`config.mk`:
```
export PLATFORM = sky130hd
export DESIGN_NAME = rail_fault_mask_discharge_regs
export DESIGN_NICKNAME = d
export VERILOG_FILES = /design/src/rail_regs_pkg.sv /design/src/rail_fault_mask_discharge_regs.sv /design/src/rail_fault_latch.sv
export SDC_FILE = /design/constraint.sdc
export NUM_CORES = 1
export LEC_CHECK = 0
export CORE_MARGIN = 3
export CORE_UTILIZATION = 30
export DETAILED_ROUTE_END_ITERATION = 12
export DONT_BUFFER_PORTS = 1
export SYNTH_ARGS = -nofsm -noshare
export SYNTH_HDL_FRONTEND = slang
export SYNTH_SLANG_ARGS = --single-unit
```
`constraint.sdc`:
```
create_clock -name clk -period 3.4 [get_ports clk]
set_input_delay 0.51 -clock clk [delete_from_list [all_inputs] [get_ports clk]]
set_output_delay 0.51 -clock clk [all_outputs]
set_load 0.01 [all_outputs]
```
`src/rail_regs_pkg.sv`:
```
package rail_regs_pkg;

  // Register addresses
  localparam logic [7:0] MASK2_ADDR   = 8'hA3;
  localparam logic [7:0] DISCH4_ADDR  = 8'hAD;
  localparam logic [7:0] AUXCTL_ADDR  = 8'hAE;
  localparam logic [7:0] FLAGS_ADDR   = 8'hB3;

  // Reset values and writable bits
  localparam logic [7:0] MASK2_RESET  = 8'h37;
  localparam logic [7:0] MASK2_WMASK  = 8'h3F;
  localparam logic [7:0] DISCH4_RESET = 8'h61;
  localparam logic [7:0] DISCH4_WMASK = 8'h10;
  localparam logic [7:0] AUXCTL_RESET_MAIN = 8'h7C;
  localparam logic [7:0] AUXCTL_RESET_ALT  = 8'h69;
  localparam logic [7:0] FLAGS_WMASK  = 8'h3D;

  // Field positions
  localparam int ANALOG_MASK_BIT  = 5;
  localparam int AUX_MASK_BIT     = 4;
  localparam int DDR_MASK_BIT     = 3;
  localparam int SWPAIR_MASK_HI   = 2;
  localparam int SWPAIR_MASK_LO   = 1;
  localparam int LOWV_MASK_BIT    = 0;
  localparam int DDR_DISCH_BIT    = 4;
  localparam int AUX_DISCH_HI     = 7;
  localparam int AUX_DISCH_LO     = 6;
  localparam int AUX_KEEP_BIT     = 5;
  localparam int AUX_VCODE_HI     = 4;
  localparam int AUX_VCODE_LO     = 1;
  localparam int AUX_EN_BIT       = 0;
  localparam logic [1:0] SWPAIR_MASKED = 2'h3;

  // Rail indices of the fault flag bank
  localparam int NUM_RAILS   = 5;
  localparam int RAIL_LOWV   = 0;
  localparam int RAIL_SWPAIR = 1;
  localparam int RAIL_DDR    = 2;
  localparam int RAIL_AUX    = 3;
  localparam int RAIL_ANALOG = 4;

  // Serial slave states
  typedef enum logic [3:0] {
    ST_IDLE      = 4'h0,
    ST_ADDR      = 4'h1,
    ST_WAIT_ACK  = 4'h2,
    ST_ACK       = 4'h3,
    ST_REG       = 4'h4,
    ST_WDATA     = 4'h5,
    ST_RDATA     = 4'h6,
    ST_RACK      = 4'h7,
    ST_RLOAD     = 4'h8
  } slave_state_t;

endpackage

```
`src/rail_fault_mask_discharge_regs.sv`:
```
`timescale 1ns/1ps
`default_nettype none
module rail_fault_mask_discharge_regs
  import rail_regs_pkg::*;
#(
  parameter logic [6:0] DEV_ADDR    = 7'h2A,  // Slave address, arbitrary value
  parameter bit         VARIANT_ALT = 1'b0    // Factory variant select
) (
  input  wire logic                 clk,                  // Device clock, 200 MHz
  input  wire logic                 rst,                  // Async reset, active high
  input  wire logic                 scl_in,               // Serial clock pin
  input  wire logic                 sda_in,               // Serial data pin level
  output logic                      sda_out,              // Serial data drive value
  output logic                      sda_oe,               // Serial data drive enable
  input  wire logic [NUM_RAILS-1:0] rail_fault_in,        // Rail fault comparators
  output logic                      shutdown_req,         // Device shutdown request
  output logic                      ddr_term_discharge,   // DDR term 100 ohm discharge on
  output logic      [1:0]           aux_ldo_discharge_sel,// Aux LDO discharge choice
  output logic                      aux_ldo_shutdown_keep,// Aux LDO kept in shutdown
  output logic      [3:0]           aux_ldo_voltage_code, // Aux LDO output code
  output logic                      aux_ldo_enable,       // Aux LDO enable bit
  output logic                      aux_ldo_run           // Aux LDO actually on
);

  localparam logic [7:0] AUXCTL_RESET = VARIANT_ALT ? AUXCTL_RESET_ALT : AUXCTL_RESET_MAIN;

  // Pin synchronisers and edge history
  logic         scl_s1_reg;
  logic         scl_s2_reg;
  logic         scl_d_reg;
  logic         sda_s1_reg;
  logic         sda_s2_reg;
  logic         sda_d_reg;
  logic         scl_rise;
  logic         scl_fall;
  logic         bus_start;
  logic         bus_stop;

  // Slave state
  slave_state_t state_reg;
  slave_state_t state_next;
  logic [2:0]   cnt_reg;
  logic [2:0]   cnt_next;
  logic [7:0]   shift_reg;
  logic [7:0]   shift_next;
  logic [7:0]   ptr_reg;
  logic [7:0]   ptr_next;
  logic         rw_reg;
  logic         rw_next;
  logic         have_ptr_reg;
  logic         have_ptr_next;
  logic         oe_reg;
  logic         oe_next;
  logic         wr_en;
  logic [7:0]   wr_data;
  logic [7:0]   rd_data;

  // Register bank
  logic [7:0]   mask2_reg;
  logic [7:0]   mask2_next;
  logic [7:0]   disch4_reg;
  logic [7:0]   disch4_next;
  logic [7:0]   auxctl_reg;
  logic [7:0]   auxctl_next;

  // Fault bank links
  logic [NUM_RAILS-1:0] rail_flag;
  logic [NUM_RAILS-1:0] rail_masked;
  logic [NUM_RAILS-1:0] flag_clear;
  logic [7:0]           flags_view;

  // Bus condition detection on synchronised pins
  always_comb begin
    scl_rise  = scl_s2_reg & ~scl_d_reg;
    scl_fall  = ~scl_s2_reg & scl_d_reg;
    bus_start = scl_s2_reg & scl_d_reg & sda_d_reg & ~sda_s2_reg;
    bus_stop  = scl_s2_reg & scl_d_reg & ~sda_d_reg & sda_s2_reg;
  end

  // Read data decode
  always_comb begin
    if (ptr_reg == MASK2_ADDR) begin
      rd_data = mask2_reg;
    end else if (ptr_reg == DISCH4_ADDR) begin
      rd_data = disch4_reg;
    end else if (ptr_reg == AUXCTL_ADDR) begin
      rd_data = auxctl_reg;
    end else if (ptr_reg == FLAGS_ADDR) begin
      rd_data = flags_view;
    end else begin
      rd_data = 8'h00;
    end
  end

  // Serial slave next state
  always_comb begin
    state_next    = state_reg;
    cnt_next      = cnt_reg;
    shift_next    = shift_reg;
    ptr_next      = ptr_reg;
    rw_next       = rw_reg;
    have_ptr_next = have_ptr_reg;
    oe_next       = oe_reg;
    wr_en         = 1'b0;
    wr_data       = {shift_reg[6:0], sda_s2_reg};
    if (bus_start) begin
      state_next    = ST_ADDR;
      cnt_next      = 3'h0;
      have_ptr_next = 1'b0;
      oe_next       = 1'b0;
    end else if (bus_stop) begin
      state_next = ST_IDLE;
      oe_next    = 1'b0;
    end else begin
      case (state_reg)
        ST_ADDR: begin
          if (scl_rise) begin
            shift_next = {shift_reg[6:0], sda_s2_reg};
            cnt_next   = cnt_reg + 3'h1;
            if (cnt_reg == 3'h7) begin
              if (shift_reg[6:0] == DEV_ADDR) begin
                rw_next    = sda_s2_reg;
                state_next = ST_WAIT_ACK;
              end else begin
                state_next = ST_IDLE;
              end
            end
          end
        end
        ST_REG: begin
          if (scl_rise) begin
            shift_next = {shift_reg[6:0], sda_s2_reg};
            cnt_next   = cnt_reg + 3'h1;
            if (cnt_reg == 3'h7) begin
              ptr_next      = wr_data;
              have_ptr_next = 1'b1;
              state_next    = ST_WAIT_ACK;
            end
          end
        end
        ST_WDATA: begin
          if (scl_rise) begin
            shift_next = {shift_reg[6:0], sda_s2_reg};
            cnt_next   = cnt_reg + 3'h1;
            if (cnt_reg == 3'h7) begin
              wr_en      = 1'b1;
              ptr_next   = ptr_reg + 8'h01;
              state_next = ST_WAIT_ACK;
            end
          end
        end
        ST_WAIT_ACK: begin
          if (scl_fall) begin
            oe_next    = 1'b1;
            state_next = ST_ACK;
          end
        end
        ST_ACK: begin
          if (scl_fall) begin
            cnt_next = 3'h0;
            if (rw_reg) begin
              shift_next = rd_data;
              oe_next    = ~rd_data[7];
              ptr_next   = ptr_reg + 8'h01;
              state_next = ST_RDATA;
            end else begin
              oe_next    = 1'b0;
              state_next = have_ptr_reg ? ST_WDATA : ST_REG;
            end
          end
        end
        ST_RDATA: begin
          if (scl_fall) begin
            if (cnt_reg == 3'h7) begin
              oe_next    = 1'b0;
              state_next = ST_RACK;
            end else begin
              shift_next = {shift_reg[6:0], 1'b0};
              oe_next    = ~shift_reg[6];
              cnt_next   = cnt_reg + 3'h1;
            end
          end
        end
        ST_RACK: begin
          if (scl_rise) begin
            state_next = sda_s2_reg ? ST_IDLE : ST_RLOAD;
          end
        end
        ST_RLOAD: begin
          if (scl_fall) begin
            shift_next = rd_data;
            oe_next    = ~rd_data[7];
            ptr_next   = ptr_reg + 8'h01;
            cnt_next   = 3'h0;
            state_next = ST_RDATA;
          end
        end
        default: begin
          oe_next    = 1'b0;
          state_next = ST_IDLE;
        end
      endcase
    end
  end

  // Register bank writes; fixed bits hold their reset value
  always_comb begin
    mask2_next  = mask2_reg;
    disch4_next = disch4_reg;
    auxctl_next = auxctl_reg;
    flag_clear  = '0;
    if (wr_en) begin
      if (ptr_reg == MASK2_ADDR) begin
        mask2_next = (wr_data & MASK2_WMASK) | (MASK2_RESET & ~MASK2_WMASK);
      end else if (ptr_reg == DISCH4_ADDR) begin
        disch4_next = (wr_data & DISCH4_WMASK) | (DISCH4_RESET & ~DISCH4_WMASK);
      end else if (ptr_reg == AUXCTL_ADDR) begin
        auxctl_next = wr_data;
      end else if (ptr_reg == FLAGS_ADDR) begin
        flag_clear[RAIL_LOWV]   = wr_data[LOWV_MASK_BIT];
        flag_clear[RAIL_SWPAIR] = wr_data[SWPAIR_MASK_HI];
        flag_clear[RAIL_DDR]    = wr_data[DDR_MASK_BIT];
        flag_clear[RAIL_AUX]    = wr_data[AUX_MASK_BIT];
        flag_clear[RAIL_ANALOG] = wr_data[ANALOG_MASK_BIT];
      end
    end
  end

  // Mask bits to per-rail mask
  always_comb begin
    rail_masked[RAIL_ANALOG] = mask2_reg[ANALOG_MASK_BIT];
    rail_masked[RAIL_AUX]    = mask2_reg[AUX_MASK_BIT];
    rail_masked[RAIL_DDR]    = mask2_reg[DDR_MASK_BIT];
    rail_masked[RAIL_SWPAIR] = (mask2_reg[SWPAIR_MASK_HI:SWPAIR_MASK_LO] == SWPAIR_MASKED);
    rail_masked[RAIL_LOWV]   = mask2_reg[LOWV_MASK_BIT];
    flags_view = {2'b00, rail_flag[RAIL_ANALOG], rail_flag[RAIL_AUX], rail_flag[RAIL_DDR],
                  rail_flag[RAIL_SWPAIR], 1'b0, rail_flag[RAIL_LOWV]} & FLAGS_WMASK;
  end

  // State registers
  always_ff @(posedge clk or posedge rst) begin
    if (rst) begin
      scl_s1_reg   <= 1'b1;
      scl_s2_reg   <= 1'b1;
      scl_d_reg    <= 1'b1;
      sda_s1_reg   <= 1'b1;
      sda_s2_reg   <= 1'b1;
      sda_d_reg    <= 1'b1;
      state_reg    <= ST_IDLE;
      cnt_reg      <= 3'h0;
      shift_reg    <= 8'h00;
      ptr_reg      <= 8'h00;
      rw_reg       <= 1'b0;
      have_ptr_reg <= 1'b0;
      oe_reg       <= 1'b0;
      mask2_reg    <= MASK2_RESET;
      disch4_reg   <= DISCH4_RESET;
      auxctl_reg   <= AUXCTL_RESET;
    end else begin
      scl_s1_reg   <= scl_in;
      scl_s2_reg   <= scl_s1_reg;
      scl_d_reg    <= scl_s2_reg;
      sda_s1_reg   <= sda_in;
      sda_s2_reg   <= sda_s1_reg;
      sda_d_reg    <= sda_s2_reg;
      state_reg    <= state_next;
      cnt_reg      <= cnt_next;
      shift_reg    <= shift_next;
      ptr_reg      <= ptr_next;
      rw_reg       <= rw_next;
      have_ptr_reg <= have_ptr_next;
      oe_reg       <= oe_next;
      mask2_reg    <= mask2_next;
      disch4_reg   <= disch4_next;
      auxctl_reg   <= auxctl_next;
    end
  end

  // Fault flag latches and shutdown decision
  rail_fault_latch u_fault (
    .clk          (clk),
    .rst          (rst),
    .fault_raw    (rail_fault_in),
    .flag_clear   (flag_clear),
    .rail_masked  (rail_masked),
    .flag         (rail_flag),
    .shutdown_req (shutdown_req)
  );

  // Open-drain data pin and control outputs
  assign sda_out               = 1'b0;
  assign sda_oe                = oe_reg;
  assign ddr_term_discharge    = disch4_reg[DDR_DISCH_BIT];
  assign aux_ldo_discharge_sel = auxctl_reg[AUX_DISCH_HI:AUX_DISCH_LO];
  assign aux_ldo_shutdown_keep = auxctl_reg[AUX_KEEP_BIT];
  assign aux_ldo_voltage_code  = auxctl_reg[AUX_VCODE_HI:AUX_VCODE_LO];
  assign aux_ldo_enable        = auxctl_reg[AUX_EN_BIT];
  assign aux_ldo_run           = auxctl_reg[AUX_EN_BIT] &
                                 (~shutdown_req | auxctl_reg[AUX_KEEP_BIT]);

endmodule // rail_fault_mask_discharge_regs
`default_nettype wire

```
`src/rail_fault_latch.sv`:
```
`timescale 1ns/1ps
`default_nettype none
module rail_fault_latch
  import rail_regs_pkg::*;
(
  input  wire logic                 clk,          // Device clock
  input  wire logic                 rst,          // Async reset, active high
  input  wire logic [NUM_RAILS-1:0] fault_raw,    // Rail out of regulation, async
  input  wire logic [NUM_RAILS-1:0] flag_clear,   // Write-one-clear strobes
  input  wire logic [NUM_RAILS-1:0] rail_masked,  // Per-rail mask in effect
  output logic      [NUM_RAILS-1:0] flag,         // Latched fault flags
  output logic                      shutdown_req  // Unmasked fault present
);

  logic [NUM_RAILS-1:0] sync1_reg;
  logic [NUM_RAILS-1:0] sync2_reg;
  logic [NUM_RAILS-1:0] flag_reg;
  logic [NUM_RAILS-1:0] flag_next;
  logic                 shut_reg;
  logic                 shut_next;

  // Per-rail sticky flag, set beats clear
  genvar i;
  generate
    for (i = 0; i < NUM_RAILS; i++) begin : g_rail
      always_comb begin
        flag_next[i] = sync2_reg[i] | (flag_reg[i] & ~flag_clear[i]);
      end
    end
  endgenerate

  // Shutdown on any latched, unmasked fault
  always_comb begin
    shut_next = |(flag_next & ~rail_masked);
  end

  // Synchroniser and flag registers
  always_ff @(posedge clk or posedge rst) begin
    if (rst) begin
      sync1_reg <= '0;
      sync2_reg <= '0;
      flag_reg  <= '0;
      shut_reg  <= 1'b0;
    end else begin
      sync1_reg <= fault_raw;
      sync2_reg <= sync1_reg;
      flag_reg  <= flag_next;
      shut_reg  <= shut_next;
    end
  end

  assign flag         = flag_reg;
  assign shutdown_req = shut_reg;

endmodule // rail_fault_latch
`default_nettype wire

```
==> flow_metrics.py, run 1 <==
metrics = {
    "critical_path": {
        "setup.worst_path.class": "reg2reg",
        "start_kind": "register",
        "arrival_ps": 2800,
        "crit_fanout": 22,
        "r2r_cells": 4,
        "ff2ff_setup_slack_ps": 800,
        "required_ps": 3600,
        "cp-end-kind": "register",
    },
    "grt": {
        "grt_max_degree": 44,
        "grt_overflow": 0,
        "antenna_found_initial": 0,
        "grt_pass1_wl_um": 13400,
        "grt_use_total_pct": 13.0,
        "first_global_vias": 2605,
    },
    "final_layout": {
        "n_fill_cell": 1070,
        "num-nets-final": 348,
        "mostFrequentLayoutCells": "dfrtp_1 (46), nand2_1 (33), o21ai_0 (21), nor2_1 (20), inv_1 (17)",
        "antennaDiodeCount": 0,
        "final_cells": 479,
        "area_growth_pct": 11.6,
        "drive_gt1_share_pct": 18.9,
        "final_common_cell": "dfrtp_1",
    },
    "timing": {
        "worst_slew_pin_slew_ps": 881,
        "fin_crit_ps": 2600,
        "final.period_utilization_pct": 76.6,
        "fin_skew_ps": 9.22,
        "hold_viol": 0,
        "slew_headroom_pct": 41.2,
        "slew_viol_final": 0,
        "setup_violations": 0,
        "fmax_ghz": 0.384,
        "fin_setup_tns_ps": 0,
        "rsz0062_at_grt": "no",
    },
    "pwr": {
        "pwr-share-clk_pct": 52.6,
        "total_power_mw": 1.78,
        "p_per_area_mw_per_mm2": 465,
        "worst_ir_drop_vdd_v": 0.000303,
        "p_sw_mw": 0.370,
        "seqPwrFrac_pct": 44.1,
        "switching_share_pct": 20.8,
        "pwr-share-comb_pct": 3.3,
        "p_leak_nw": 1.57,
        "p_int_mw": 1.41,
    },
    "route": {
        "routed_wl_um": 8050,
        "drtIter0Drc": 153,
        "vias": 2606,
        "drcViolationCount": 0,
        "drt_first_pass_iters": 5,
        "viasPerCell": 5.44,
        "wl_per_cell_um": 16.8,
        "ant_nets": 0,
    },
    "placed_design": {
        "placed_cells": 463,
        "dp_hpwl_um": 5620,
        "place_congestion": 0.881,
        "port_buffers": 0,
    },
    "synthesis": {
        "ys_types": 66,
        "syn_area_per_cell_sq_um": 10.1,
        "synth_cells": 340,
        "synth_ff_type": "dfrtp_1",
        "ys_ff_latch": 62,
        "synth_warnings": 0,
        "synth_async_sr_flop_share_pct": 100,
        "netlist_area_sq_mm": 0.00343,
        "synth-edff-count": 0,
        "synth_fp_nets": 354,
        "yosysSeqAreaShare_pct": 45.9,
    },
    "floorplanning": {
        "io_pins": 22,
        "coreArea_sq_mm": 0.0110,
        "dieArea_sq_mm": 0.0127,
        "initial_core_util_pct": 31.2,
        "fp.dieW_um": 113,
        "rows": 38,
        "dieHeight_um": 113,
    },
    "cts": {
        "cts-buffers-inserted": 9,
        "clk_path_buf_depth": 2,
        "cts_sinks": 62,
        "cts-resized-gates": 0,
        "clk_latency_ps": 330,
        "clkTransAtPathRegs_ps": 60,
        "cts_htree_levels": 3,
        "cts_tree": "done",
        "cts_hold_buf": 0,
        "clock-root-buffer": "clkbuf_16",
        "post_cts_buffers": 0,
    },
    "flow_run": {
        "cap_viol_max_count": 0,
    },
    "min_path": {
        "hold_class": "in2reg",
        "min_path_cells": 0,
    },
    "outcome": {
        "status": "finished clean",
    },
}
critical path, stage by stage, from the launching register on:
cell      delay (ps)
dfrtp_1          630
or4b_4           680
a221oi_2         280
and4_1           510
mux2_1           370
metal layers:
metal | vias to the layer above | wire [um] | GRT usage, % | part of all wire, %
met1 | 1306 | 3660 | 17.7 | 45
met3 | 10 | 395 | 2.51 | 4.9
met5 | - | 0 | 0 | 0
met4 | 0 | 128 | 5.29 | 1.6
met2 | 70 | 3870 | 20.2 | 48
li1 | 1220 | - | - | -
power by group through the flow:
stage               Combinational [mW]  Sequential, mW  Clock (mW)
floorplan                       0.0496           0.783           0
global placement                0.0582           0.795           0
detailed placement              0.0587           0.796           0
CTS                             0.0590           0.784       0.954
global route                    0.0663           0.786       0.993
finish                          0.0578           0.784       0.935
Yosys cell counts, drive strengths merged, types with 3 or more instances:
library cell,count,share of area (%)
o21ai,22,3.2
buf,17,3.4
o31ai,3,0.66
o22a,7,1.8
clkbuf,5,0.55
a31oi,7,1.3
ha,5,1.8
a21o,3,0.66
and3,7,1.3
nor2,20,2.2
mux2,20,6.6
nand2b,7,1.3
mux2i,8,2.3
nor3,9,1.6
nand2,33,3.6
dfstp,16,12
nand3b,3,0.66
and4,3,0.77
a221oi,4,1.2
dfrtp,46,34
inv,18,2.0
or3,3,0.55
nand3,9,1.3
a21oi,15,2.2
nor2b,4,0.73
cell families after synthesis:
kind of cell | share of synthesized area (%)
adder cells (fa/ha/maj) | 1.83
flip-flops | 45.9
AND/OR/NAND/NOR | 19.1
other | 0.109
XOR/XNOR | 0.767
buffers and inverters | 5.88
multiplexers | 8.91
AO/OA/AOI/OAI | 17.6
layout make-up:
type / instances / area [sq um] / share of cell area, %
Inverter: 18 / 67.6 / 1.77
Clock buffer: 13 / 270 / 7.07
Sequential cell: 62 / 1570 / 41.1
Clock inverter: 3 / 42.5 / 1.11
Multi-Input combinational cell: 238 / 1660 / 43.4
Tap cell: 140 / 175 / 4.58
Timing Repair Buffer: 5 / 37.5 / 0.982
path summary, 6_finish.rpt:
check / from / to
hold / removal: sda_in / sda_s1_reg
setup reg to reg: state_reg[2] / shift_reg[4]
max in group asynchronous: rst / mask2_reg[0]
hold reg to reg: u_fault.sync1_reg[0] / u_fault.sync2_reg[0]
setup / recovery: state_reg[2] / shift_reg[4]
min in group asynchronous: rst / shift_reg[3]
per-stage QoR:
stage	area, sq um	hold WS (ps)	utilization (%)	worst slack, ps
floorplan	3430	331	-	1290
global placement	3510	335	32.0	853
detailed placement	3510	336	32.0	871
CTS	3820	174	34.8	834
global route	3820	170	34.8	691
finish	3820	182	34.8	796
Note: power is estimated with default switching activity, not from simulation.
==> run 2, diff against run 1 <==
- clock period: 3.4 -> 2.43 ns (I/O delays scaled with it)
==> flow_metrics.py, run 2 (same netlist as run 1, synthesis figures left out) <==
metrics = {
    "timing": {
        "slew_headroom_pct": 61.4,
        "fin_crit_ps": 2280,
        "setup_violations": 0,
        "hold_viol": 0,
        "setup_ws_ps": 155,
        "fin_skew_ps": 10.5,
        "slew_viol_final": 0,
        "worst_slew_pin_slew_ps": 572,
        "fmax_ghz": 0.439,
        "final.period_utilization_pct": 93.6,
        "whs_ps": 44.5,
        "fin_setup_tns_ps": 0,
        "rsz0062_at_grt": "no",
    },
    "cts": {
        "cts-resized-gates": 0,
        "clock-root-buffer": "clkbuf_16",
        "clk_latency_ps": 320,
        "clkTransAtPathRegs_ps": 50,
        "clk_path_buf_depth": 2,
        "cts_htree_levels": 3,
        "cts_tree": "done",
        "cts_sinks": 62,
        "cts-buffers-inserted": 9,
    },
    "route": {
        "wl_per_cell_um": 16.2,
        "routed_wl_um": 8030,
        "drcViolationCount": 0,
        "drtIter0Drc": 219,
        "viasPerCell": 5.31,
        "vias": 2629,
        "drt_first_pass_iters": 5,
        "ant_nets": 0,
    },
    "critical_path": {
        "cp-end-kind": "register",
        "crit_fanout": 12,
        "required_ps": 2630,
        "setup.worst_path.class": "reg2reg",
        "start_kind": "register",
        "arrival_ps": 2470,
    },
    "placed_design": {
        "place_area_sq_mm": 0.00361,
        "dp_hpwl_um": 5780,
        "place_congestion": 0.906,
        "placed_cells": 477,
        "port_buffers": 0,
        "dpl_worst_slack_ps": 34.1,
    },
    "grt": {
        "first_global_vias": 2610,
        "grt_max_degree": 25,
        "antenna_found_initial": 0,
        "grt_use_total_pct": 12.8,
        "grt_pass1_wl_um": 13300,
        "grt_overflow": 0,
    },
    "final_layout": {
        "antennaDiodeCount": 0,
        "stdcell_area_sq_mm": 0.00395,
        "area_growth_pct": 15.2,
        "mostFrequentLayoutCells": "dfrtp_1 (46), nand2_1 (33), o21ai_0 (21), nor2_1 (20), buf_4 (20)",
        "fin_util_pct": 35.9,
        "drive_gt1_share_pct": 22.3,
        "num-nets-final": 364,
        "final_cells": 495,
        "final_common_cell": "dfrtp_1",
    },
    "min_path": {
        "hold_class": "in2reg",
    },
    "pwr": {
        "total_power_mw": 2.51,
        "worst_ir_drop_vdd_v": 0.000428,
        "p_leak_nw": 1.65,
        "p_per_area_mw_per_mm2": 635,
    },
    "floorplanning": {
        "dieArea_sq_mm": 0.0127,
        "rows": 38,
        "initial_core_util_pct": 31.2,
        "dieHeight_um": 113,
        "fp.dieW_um": 113,
        "coreArea_sq_mm": 0.0110,
        "io_pins": 22,
    },
    "flow_run": {
        "cap_viol_max_count": 0,
    },
    "outcome": {
        "status": "finished clean",
    },
}
-- run 2: cell types whose count changed in the layout (fill, tap and decap cells not counted) --
cell,change
buf_4,+15
dlygate4sd3_1,+1
-- run 2: timing repair --
item / CTS / global route
endpoints found under the hold margin: 8 / 0
hold buffers: 1 / 0
setup buffers: 0 / 1
endpoints found under the setup margin: 0 / 1
-- run 2: where the power goes --
| part | leakage (nW) | switching [mW] | total, mW | internal, mW |
|---|---|---|---|---|
| Clock | 0.152 | 0.447 | 1.32 | 0.876 |
| Combinational | 0.748 | 0.0580 | 0.0910 | 0.0329 |
| Sequential | 0.752 | 0.0274 | 1.09 | 1.06 |
-- run 2: worst max-delay path: stages (launching register included) --
cell	delay, ps
dfrtp_1	390
ha_1	200
ha_1	260
and3b_1	240
or3_1	370
o2111ai_2	210
buf_4	240
a21oi_1	50
o22a_1	210
-- run 2: routing by layer --
layer | global-route usage [%] | up-vias | share of wire (%)
li1 | - | 1254 | -
met5 | 0 | - | 0
met2 | 20.7 | 76 | 49
met4 | 4.01 | 0 | 0.91
met1 | 17.4 | 1293 | 45
met3 | 2.41 | 6 | 5.1
-- run 2: path summary, 6_finish.rpt --
kind                                      startpoint                   end  slack [ps]  cells past startpoint
min in group asynchronous                        rst                sda_oe         460                      2
worst min-delay path                          sda_in            sda_s1_reg          40                      0
worst min register to register  u_fault.sync1_reg[4]  u_fault.sync2_reg[4]         350                      0
max in group asynchronous                        rst          mask2_reg[0]        1280                      3
worst max-delay path                      cnt_reg[0]            ptr_reg[5]         150                      8
worst max register to register            cnt_reg[0]            ptr_reg[5]         150                      8
-- run 2: final cells by class --
class | instances | area, sq um
clock buffers | 13 | 270
inverters | 18 | 67.6
clock inverters | 3 | 42.5
repair buffers | 21 | 160
multi-input cells | 238 | 1660
fillers | 1080 | 7040
flip-flops and latches | 62 | 1570
well taps | 140 | 175
